===== config.mk =====
export PLATFORM = sky130hd
export DESIGN_NAME = csfr_bank
export DESIGN_NICKNAME = d
export VERILOG_FILES = /design/src/core/csfr_pkg.sv /design/src/core/csfr_bank.sv
export VERILOG_INCLUDE_DIRS = /design/src /design/src/core
export SDC_FILE = /design/constraint.sdc
export NUM_CORES = 1
export LEC_CHECK = 0
export BUFFER_PORTS_ARGS = -buffer_cell sky130_fd_sc_hd__buf_4
export CAP_MARGIN = 20
export CORE_ASPECT_RATIO = 1.5
export CORE_UTILIZATION = 45
export DETAILED_ROUTE_END_ITERATION = 10
export HOLD_SLACK_MARGIN = 0.03
export MAX_ROUTING_LAYER = met4
export PLACE_DENSITY = 0.67
export SLEW_MARGIN = 20
export SYNTH_ARGS = -nofsm -noshare
export SYNTH_HDL_FRONTEND = slang
export SYNTH_SLANG_ARGS = --single-unit

===== constraint.sdc =====
create_clock -name i_clk_sys -period 3.3 [get_ports i_clk_sys]
set_input_delay 0.165 -clock i_clk_sys [delete_from_list [all_inputs] [get_ports i_clk_sys]]
set_output_delay 0.165 -clock i_clk_sys [all_outputs]
set_load 0.005 [all_outputs]

===== src/core/csfr_regs.svh =====
// register offsets, field positions and reset values of the core register bank
`ifndef CSFR_REGS_SVH
`define CSFR_REGS_SVH
`define CSFR_ADR_PORT0    8'h80
`define CSFR_ADR_SP       8'h81
`define CSFR_ADR_DPL      8'h82
`define CSFR_ADR_DPH      8'h83
`define CSFR_ADR_ADPL     8'h84
`define CSFR_ADR_ADPH     8'h85
`define CSFR_ADR_PSEL     8'h86
`define CSFR_ADR_PWR      8'h87
`define CSFR_ADR_TRUN     8'h88
`define CSFR_ADR_TMODE    8'h89
`define CSFR_ADR_PMGMT    8'hC4
`define CSFR_SFR_BASE     8'h80
`define CSFR_BIT_SFR      7
`define CSFR_PSEL_MASK    8'h01
`define CSFR_PWR_MASK     8'hF3
`define CSFR_PMGMT_MASK   8'h01
`define CSFR_PWR_BAUD     7
`define CSFR_PWR_FEEN     6
`define CSFR_PWR_PD       1
`define CSFR_PWR_IDL      0
`define CSFR_T_TF1        7
`define CSFR_T_TR1        6
`define CSFR_T_TF0        5
`define CSFR_T_TR0        4
`define CSFR_T_IE1        3
`define CSFR_T_IT1        2
`define CSFR_T_IE0        1
`define CSFR_T_IT0        0
`define CSFR_M_GATE0      3
`define CSFR_M_CT0        2
`define CSFR_M_GATE1      7
`define CSFR_M_CT1        6
`define CSFR_SRAM_TOP     16'h03FF
`define CSFR_ROM_TOP      16'h7FFF
`define CSFR_RST_PORT0    8'hFF
`define CSFR_RST_SP       8'h07
`define CSFR_RST_ZERO     8'h00
`define CSFR_ALL_ONES     8'hFF
`define CSFR_SRAM_MC      2'h2
`endif


===== src/core/csfr_pkg.sv =====
// types shared by the core register bank
package csfr_pkg;
  // register bus request from the core
  typedef struct packed {
    logic       rd;
    logic       wr;
    logic       bit_wr;
    logic       direct;
    logic [7:0] addr;
    logic [2:0] bit_sel;
    logic       bit_val;
    logic [7:0] wdata;
  } csfr_req_t;
  // external data move request
  typedef struct packed {
    logic        req;
    logic        wr;
    logic [15:0] addr;
  } csfr_xmov_t;
  // timer and external interrupt event strobes
  typedef struct packed {
    logic ovf0;
    logic ovf1;
    logic vec_t0;
    logic vec_t1;
    logic vec_x0;
    logic vec_x1;
  } csfr_evt_t;
  // move sequencer states
  typedef enum logic [2:0] {
    CSFR_IDLE = 3'b001,
    CSFR_SRAM = 3'b010,
    CSFR_EXT  = 3'b100
  } csfr_mst_t;
  // whole register state
  typedef struct packed {
    logic [7:0]  port0;
    logic [7:0]  sp;
    logic [7:0]  data_pointer_low;
    logic [7:0]  data_pointer_high;
    logic [7:0]  adpl;
    logic [7:0]  adph;
    logic        psel;
    logic [7:0]  pwr;
    logic [7:0]  trun;
    logic [7:0]  tmode;
    logic        sram_en;
    logic [7:0]  rdata;
    logic        rvalid;
    logic [1:0]  x0_s;
    logic [1:0]  x1_s;
    logic [1:0]  t0_s;
    logic [1:0]  t1_s;
    logic        x0_d;
    logic        x1_d;
    logic        t0_d;
    logic        t1_d;
    logic        cnt0;
    logic        cnt1;
    csfr_mst_t   mst;
    logic [1:0]  mcnt;
    logic        sram_sel;
    logic        ext_sel;
    logic        mdone;
    logic        code_ext;
    logic [15:0] active_data_pointer;
    logic        cpu_halt;
    logic        all_halt;
    logic        baud_x2;
    logic        fe_mode;
    logic [7:0]  p0_s1;
    logic [7:0]  p0_s2;
    logic [7:0]  pz_out;
    logic [7:0]  pz_oe;
  } csfr_state_t;
endpackage : csfr_pkg


===== src/core/csfr_bank.sv =====
// core special function register bank with data move and code fetch decode
`timescale 1ns/1ps
`include "csfr_regs.svh"
// Function
// - on-chip sram enable clears at reset so data moves go external
// - enabled sram serves addresses up to 03FF, higher go external
// - disabled sram sends every data move address external
// - code fetches above 32 KB on-chip rom go to external memory
// - registers live at 80-FF and answer only direct accesses
// - only registers ending in 0 or 8 accept single bit writes
// - unimplemented addresses and bits read as one, except pointer select bits one to seven
// - port zero open drain, carries low address during external access
// - pointer select bit zero picks alternate or standard pointer pair
// - pointer select bits one to seven read zero
// - alternate pointer bytes also serve as plain storage
// - baud doubler bit doubles serial rate in modes one to three
// - frame error enable makes serial bit seven a framing flag
// - two user flags are plain storage
// - powerdown request stops all clocks
// - cpu halt request stops cpu clock, peripherals keep running
// - overflow flags set by hardware, cleared on vectoring or software
// - run bits are software only and start or stop timers
// - external flags set by pin; edge cleared on vector, level follows
// - type bit selects falling edge or low level trigger
// - gate bit requires pin high as well as run bit
// - count source selects internal clock or timer pin falling edges
// - on-chip sram moves always take two machine cycles
module csfr_bank (
  // clock, reset and enable
  input  wire logic                 i_clk_sys,
  input  wire logic                 i_srst,
  input  wire logic                 i_ce,
  // register access from the core
  input  wire csfr_pkg::csfr_req_t  i_req,
  // data move and code fetch from the core
  input  wire csfr_pkg::csfr_xmov_t i_xmov,
  input  wire logic [15:0]          i_code_addr,
  input  wire logic                 i_mc_tick,
  // timer and interrupt events
  input  wire csfr_pkg::csfr_evt_t  i_evt,
  // pins from outside
  input  wire logic                 i_ext_int0_n,
  input  wire logic                 i_ext_int1_n,
  input  wire logic                 i_tpin0,
  input  wire logic                 i_tpin1,
  input  wire logic [7:0]           i_port_zero_in,
  // register read answer
  output logic [7:0]                o_rdata,
  output logic                      o_rvalid,
  // decode results
  output logic                      o_sram_sel,
  output logic                      o_ext_sel,
  output logic                      o_mdone,
  output logic                      o_code_ext,
  output logic [15:0]               o_active_data_pointer,
  // timer control
  output logic                      o_cnt0,
  output logic                      o_cnt1,
  output logic [7:0]                o_trun,
  output logic [7:0]                o_tmode,
  // power and serial control
  output logic                      o_cpu_halt,
  output logic                      o_all_halt,
  output logic                      o_baud_x2,
  output logic                      o_fe_mode,
  // port zero pin drive
  output logic [7:0]                o_port_zero_out,
  output logic [7:0]                o_port_zero_oe
);
  import csfr_pkg::*;

  csfr_state_t st;
  csfr_state_t next_st;
  logic        acc_ok;
  logic        bit_ok;
  logic [7:0]  cur;
  logic [7:0]  wv;
  logic        x0_fall;
  logic        x1_fall;
  logic        t0_fall;
  logic        t1_fall;
  logic        in_sram;

  // next state of the whole bank
  always_comb begin
    next_st = st;
    acc_ok  = i_req.direct && i_req.addr[`CSFR_BIT_SFR];
    bit_ok  = i_req.bit_wr && (i_req.addr[2:0] == 3'h0);
    // current value of the addressed register, unknown bits high except the select register's upper bits
    if (i_req.addr == `CSFR_ADR_PORT0) begin
      cur = st.p0_s2; // pins, not the latch
    end else if (i_req.addr == `CSFR_ADR_SP) begin
      cur = st.sp;
    end else if (i_req.addr == `CSFR_ADR_DPL) begin
      cur = st.data_pointer_low;
    end else if (i_req.addr == `CSFR_ADR_DPH) begin
      cur = st.data_pointer_high;
    end else if (i_req.addr == `CSFR_ADR_ADPL) begin
      cur = st.adpl;
    end else if (i_req.addr == `CSFR_ADR_ADPH) begin
      cur = st.adph;
    end else if (i_req.addr == `CSFR_ADR_PSEL) begin
      cur = {7'h00, st.psel};
    end else if (i_req.addr == `CSFR_ADR_PWR) begin
      cur = st.pwr | ~`CSFR_PWR_MASK;
    end else if (i_req.addr == `CSFR_ADR_TRUN) begin
      cur = st.trun;
    end else if (i_req.addr == `CSFR_ADR_TMODE) begin
      cur = st.tmode;
    end else if (i_req.addr == `CSFR_ADR_PMGMT) begin
      cur = {7'h7F, st.sram_en};
    end else begin
      cur = `CSFR_ALL_ONES;
    end
    // bit writes merge one bit into the current value, the latch for port zero
    wv = i_req.wdata;
    if (bit_ok) begin
      wv = (i_req.addr == `CSFR_ADR_PORT0) ? st.port0 : cur;
      wv[i_req.bit_sel] = i_req.bit_val;
    end
    // read answer one cycle after the request
    next_st.rvalid = i_req.rd && acc_ok;
    next_st.rdata  = acc_ok ? cur : `CSFR_ALL_ONES;
    // pin synchronisers; second stage feeds edge detect
    next_st.x0_s = {st.x0_s[0], i_ext_int0_n};
    next_st.x1_s = {st.x1_s[0], i_ext_int1_n};
    next_st.t0_s = {st.t0_s[0], i_tpin0};
    next_st.t1_s = {st.t1_s[0], i_tpin1};
    // port zero pins are outside levels too, so they cross two flops
    next_st.p0_s1 = i_port_zero_in;
    next_st.p0_s2 = st.p0_s1;
    next_st.x0_d = st.x0_s[1];
    next_st.x1_d = st.x1_s[1];
    next_st.t0_d = st.t0_s[1];
    next_st.t1_d = st.t1_s[1];
    x0_fall = st.x0_d && !st.x0_s[1];
    x1_fall = st.x1_d && !st.x1_s[1];
    t0_fall = st.t0_d && !st.t0_s[1];
    t1_fall = st.t1_d && !st.t1_s[1];
    // software writes; plain writes need addresses, bit writes need 0 or 8
    if (acc_ok && (i_req.wr || bit_ok)) begin
      if (i_req.addr == `CSFR_ADR_PORT0) begin
        next_st.port0 = wv;
      end else if (i_req.addr == `CSFR_ADR_SP) begin
        next_st.sp = wv;
      end else if (i_req.addr == `CSFR_ADR_DPL) begin
        next_st.data_pointer_low = wv;
      end else if (i_req.addr == `CSFR_ADR_DPH) begin
        next_st.data_pointer_high = wv;
      end else if (i_req.addr == `CSFR_ADR_ADPL) begin
        next_st.adpl = wv;
      end else if (i_req.addr == `CSFR_ADR_ADPH) begin
        next_st.adph = wv;
      end else if (i_req.addr == `CSFR_ADR_PSEL) begin
        next_st.psel = wv[0];
      end else if (i_req.addr == `CSFR_ADR_PWR) begin
        next_st.pwr = wv & `CSFR_PWR_MASK;
      end else if (i_req.addr == `CSFR_ADR_TRUN) begin
        next_st.trun = wv;
      end else if (i_req.addr == `CSFR_ADR_TMODE) begin
        next_st.tmode = wv;
      end else if (i_req.addr == `CSFR_ADR_PMGMT) begin
        next_st.sram_en = wv[0];
      end
    end
    // hardware clears on vectoring, then sets win over every clear
    if (i_evt.vec_t0) next_st.trun[`CSFR_T_TF0] = 1'b0;
    if (i_evt.vec_t1) next_st.trun[`CSFR_T_TF1] = 1'b0;
    if (i_evt.ovf0) next_st.trun[`CSFR_T_TF0] = 1'b1;
    if (i_evt.ovf1) next_st.trun[`CSFR_T_TF1] = 1'b1;
    // external flags: edge mode sticky, level mode follows the pin
    if (next_st.trun[`CSFR_T_IT0]) begin
      if (i_evt.vec_x0) next_st.trun[`CSFR_T_IE0] = 1'b0;
      if (x0_fall) next_st.trun[`CSFR_T_IE0] = 1'b1;
    end else begin
      next_st.trun[`CSFR_T_IE0] = !st.x0_s[1];
    end
    if (next_st.trun[`CSFR_T_IT1]) begin
      if (i_evt.vec_x1) next_st.trun[`CSFR_T_IE1] = 1'b0;
      if (x1_fall) next_st.trun[`CSFR_T_IE1] = 1'b1;
    end else begin
      next_st.trun[`CSFR_T_IE1] = !st.x1_s[1];
    end
    // count enables from run, gate and source bits
    next_st.cnt0 = st.trun[`CSFR_T_TR0]
      && (!st.tmode[`CSFR_M_GATE0] || st.x0_s[1])
      && (st.tmode[`CSFR_M_CT0] ? t0_fall : i_mc_tick);
    next_st.cnt1 = st.trun[`CSFR_T_TR1]
      && (!st.tmode[`CSFR_M_GATE1] || st.x1_s[1])
      && (st.tmode[`CSFR_M_CT1] ? t1_fall : i_mc_tick);
    // power and serial mode levels
    next_st.all_halt = st.pwr[`CSFR_PWR_PD];
    next_st.cpu_halt = st.pwr[`CSFR_PWR_IDL] || st.pwr[`CSFR_PWR_PD];
    next_st.baud_x2  = st.pwr[`CSFR_PWR_BAUD];
    next_st.fe_mode  = st.pwr[`CSFR_PWR_FEEN];
    // active pointer follows the latest select value
    next_st.active_data_pointer = next_st.psel ? {next_st.adph, next_st.adpl}
                                : {next_st.data_pointer_high, next_st.data_pointer_low};
    // code fetch spill above on-chip rom
    next_st.code_ext = i_code_addr > `CSFR_ROM_TOP;
    // data move sequencer
    in_sram = st.sram_en && (i_xmov.addr <= `CSFR_SRAM_TOP);
    next_st.mdone = 1'b0;
    case (st.mst)
      CSFR_IDLE: begin
        if (i_xmov.req && in_sram) begin
          next_st.mst      = CSFR_SRAM;
          next_st.sram_sel = 1'b1;
          next_st.mcnt     = 2'h0;
        end else if (i_xmov.req) begin
          next_st.mst     = CSFR_EXT;
          next_st.ext_sel = 1'b1;
        end
      end
      CSFR_SRAM: begin
        // fixed two machine cycles, stretch setting ignored
        if (i_mc_tick) begin
          next_st.mcnt = st.mcnt + 2'h1;
          if (st.mcnt + 2'h1 == `CSFR_SRAM_MC) begin
            next_st.mst      = CSFR_IDLE;
            next_st.sram_sel = 1'b0;
            next_st.mdone    = 1'b1;
          end
        end
      end
      CSFR_EXT: begin
        // external timing is owned by the bus sequencer; held while requested
        if (!i_xmov.req) begin
          next_st.mst     = CSFR_IDLE;
          next_st.ext_sel = 1'b0;
          next_st.mdone   = 1'b1;
        end
      end
      default: begin
        next_st.mst = CSFR_IDLE;
      end
    endcase
    // port zero: low address byte while a move runs external, latch drive otherwise;
    // limitation: the data phase and its strobes belong to the bus sequencer
    if (next_st.ext_sel) begin
      next_st.pz_out = i_xmov.addr[7:0];
      next_st.pz_oe  = `CSFR_ALL_ONES;
    end else begin
      next_st.pz_out = `CSFR_RST_ZERO;
      next_st.pz_oe  = ~next_st.port0;
    end
  end

  // register the bank; clock enable freezes all of it
  always_ff @(posedge i_clk_sys) begin
    if (i_srst) begin
      st          <= '0;
      st.port0    <= `CSFR_RST_PORT0;
      st.sp       <= `CSFR_RST_SP;
      st.rdata    <= `CSFR_ALL_ONES;
      st.x0_s     <= 2'h3;
      st.x1_s     <= 2'h3;
      st.t0_s     <= 2'h3;
      st.t1_s     <= 2'h3;
      st.x0_d     <= 1'b1;
      st.x1_d     <= 1'b1;
      st.t0_d     <= 1'b1;
      st.t1_d     <= 1'b1;
      st.mst      <= CSFR_IDLE;
      st.sram_en  <= 1'b0;
      // pin flops keep shifting so the first port read after reset is settled
      st.p0_s1    <= next_st.p0_s1;
      st.p0_s2    <= next_st.p0_s2;
    end else if (i_ce) begin
      st <= next_st;
    end
  end

  // outputs straight from state
  assign o_rdata               = st.rdata;
  assign o_rvalid              = st.rvalid;
  assign o_sram_sel            = st.sram_sel;
  assign o_ext_sel             = st.ext_sel;
  assign o_mdone               = st.mdone;
  assign o_code_ext            = st.code_ext;
  assign o_active_data_pointer = st.active_data_pointer;
  assign o_cnt0                = st.cnt0;
  assign o_cnt1                = st.cnt1;
  assign o_trun                = st.trun;
  assign o_tmode               = st.tmode;
  assign o_cpu_halt            = st.cpu_halt;
  assign o_all_halt            = st.all_halt;
  assign o_baud_x2             = st.baud_x2;
  assign o_fe_mode             = st.fe_mode;
  // open drain: a zero latch bit pulls low, a one releases the pin
  assign o_port_zero_out       = st.pz_out;
  assign o_port_zero_oe        = st.pz_oe;
endmodule : csfr_bank


==> results.toml <==
[floorplan]
core_um2 = 18000
start_util_pct = 46.2
die_w_um = 113
placementRows = 60
die_y_um = 169
dieArea_um2 = 19100
io_pins = 147

[detailed_routing]
ant_nets = 0
vias = 7897
finalWirelength_um = 26900
viasPerCell = 5.92
drt_iter0_drc = 608
route.detailed.drc = 0
first_pass_iters = 5
avgRoutedWirePerCell_um = 20.2

[sta]
tns_ps = 0
period_share_pct = 87.3
fin_worst_skew_ps = 12.5
finalHoldViolCount = 0
slew_headroom_pct = 28.5
max_freq_ghz = 0.347
rsz0062_at_grt = "no"
report.final.slew_viol_count = 0
setup_viol = 0
finalWorstSetupSlack_ps = 419
tightest_slew_ps = 1060
timing.final.crit_period_ps = 2880

[placed_design]
post_dp_cell_area_um2 = 9160
dp_hpwl_um = 19400
gp_congestion = 0.997
post-place-ws_ps = 250
io_buffers = 128

[logic_synthesis]
postSynthAreaPerCell_um2 = 8.18
muxShareOfSynthArea_pct = 5.79
seq_area_frac_synth_pct = 39.4
synthArstFlopShare_pct = 0
synthAdderAreaFrac_pct = 0.150
synth_edf_count = 16
synth_top_family_by_area = "simple AND/OR/NAND/NOR gates"
yosys.area_share.simple_pct = 23.2
synth_nets = 1098
synth_area_um2 = 8320
synth_seq_cells = 156
synth_xor_area_share_pct = 0
synth.distinct_cells = 73
netlist_top_cells_area = "dfxtp_1, nor2_1, a21oi_1, edfxtp_1, buf_4"
netlist_instances = 1017
yosysWarnings = 0
synth_compound_area_share_pct = 22.1
synth_top_area_cell = "dfxtp_1"
yosysMostFrequentCell = "dfxtp_1"
synth_top_flop_cell = "dfxtp_1"
yosys-top-cells-count = "dfxtp_1, nor2_1, nand2_1"
synth_top_area_share_pct = 33.7

[layout]
area_growth_pct = 20.2
antenna_cells = 0
final_layout_size_suffix_gt1_share_pct = 20.7
postLayoutCellArea_um2 = 10000
nets = 1185

[power_and_ir_drop]
power_leakage_nw = 3.89
power_mw = 4.51
p_per_area_nw_per_um2 = 451
irDropWorstVdd_v = 0.000275

[clock_network]
clk-insertion-delay-late_ps = 440
cts.clk_slew.worst_paths_ps = 60
numCtsBuffers = 17
ctsResizeCount = 0
htreeDepth = 4
cts.sink_count = 156
cts_buffer_depth = 2
cts_tree = "yes"
clock-root-buffer = "clkbuf_16"

[outcome]
outcome = "finished, final reports clean"

[global_route]
antenna_found_initial = 0
grt_pass1_vias = 7329
grt_max_degree = 57
grt_pass1_wl_um = 40700
grtUsageTotal_pct = 29.3
grt_remaining_overflow = 0

[worst_hold_path]
hold_path.class = "primary input to register"
hp-start = "i_evt[3]"

[critical_path]
r2r_start = "st[115]"
crit_path_end_kind = "register"
crit_arrival_ps = 3160
cp_max_fo = 3
start_kind = "register"
criticalPathCategory = "register to register"
critPathLaunch = "st[115]"
r2r_setup_slack_ps = 420
crit_required_ps = 3580

[flow_run]
cap_violations = 0
-- final timing paths --
kind / cells past startpoint / end
worst max-delay path: 6 / o_port_zero_oe[5]
worst min-delay path: 4 / o_trun[5]
worst max register to register: 6 / o_port_zero_oe[5]
worst min register to register: 1 / o_active_data_pointer[15]
-- routing by layer --
metal / vias to the layer above / global-route usage (%) / wire length (µm)
met5: - / - / 0
met4: 0 / 18.8 / 1590
met3: 82 / 3.97 / 1770
met2: 358 / 47.1 / 12900
met1: 3676 / 34.2 / 10700
li1: 3781 / - / -
-- timing repair --
item                                   4_1_cts  5_1_grt
setup buffers                                0        0
hold buffers                                26        0
endpoints found under the hold margin       25        0
-- critical path, stage by stage, from the launching register on --
cell and delay [ps]:
dfxtp_1 470, o41ai_1 130, o32ai_1 690, a221oi_1 170
o41ai_1 890, mux2_2 300, a211oi_1 70
-- sequential cells by signal (all words and copies together), names as in the netlist, 8 cells and up --
register and flops:
st 70, next_st 19, o_active_data_pointer 16, o_port_zero_oe 8, o_port_zero_out 8, o_rdata 8
o_tmode 8, o_trun 8
-- power by group --
part           internal (mW)  leakage, nW  total (mW)  switching (mW)
Combinational          0.230         2.29       0.527           0.297
Sequential              1.98         1.30        2.02          0.0398
Clock                   1.13        0.290        1.96           0.838
Total                   3.34         3.89        4.51            1.17
-- layout by cell type, fill, tap and decap left out, types with 5 or more instances in the layout --
master / count
nor2b_1: 14
or4_1: 5
or3_1: 5
a31oi_1: 10
a221oi_1: 6
o211ai_1: 9
o22ai_1: 6
o41ai_1: 6
nand2b_1: 14
inv_1: 15
nand2_1: 116
o32ai_1: 5
a211oi_1: 30
nand4_1: 6
nor3_1: 28
clkbuf_16: 17
clkinv_4: 5
nand3_1: 18
buf_4: 165
a21oi_1: 99
edfxtp_1: 16
nor2_1: 134
mux2i_1: 37
mux2_2: 9
dlygate4sd3_1: 26
and2_1: 24
nor4_1: 11
a2111oi_0: 6
a211o_1: 6
o21ai_0: 19
a22o_1: 21
dfxtp_1: 140
-- cells by family (layout without fill, tap and decap cells) --
kind of cell	after synthesis	count (layout)
AO/OA/AOI/OAI	268	268
adder cells (fa/ha/maj)	1	1
buffers and inverters	141	241
flip-flops	156	156
multiplexers	47	47
AND/OR/NAND/NOR	404	404
-- final cells by class --
type | count | area, µm²
clock buffers | 17 | 425
well taps | 217 | 272
clock inverters | 15 | 164
fillers | 1703 | 8010
multi-input cells | 720 | 4260
flip-flops and latches | 156 | 3280
inverters | 16 | 60.1
repair buffers | 193 | 1540
-- stage by stage --
stage / hold WS (ps) / util, % / cells
2_1_floorplan: 266 / - / 1017
3_3_place_gp: 373 / 50.8 / 1276
3_5_place_dp: 365 / 50.8 / 1276
4_1_cts: 60.6 / 55.5 / 1334
5_1_grt: 102 / 55.5 / 1334
6_report: 77.8 / 55.5 / 1334
No activity file was read; power rests on OpenSTA's default activity.
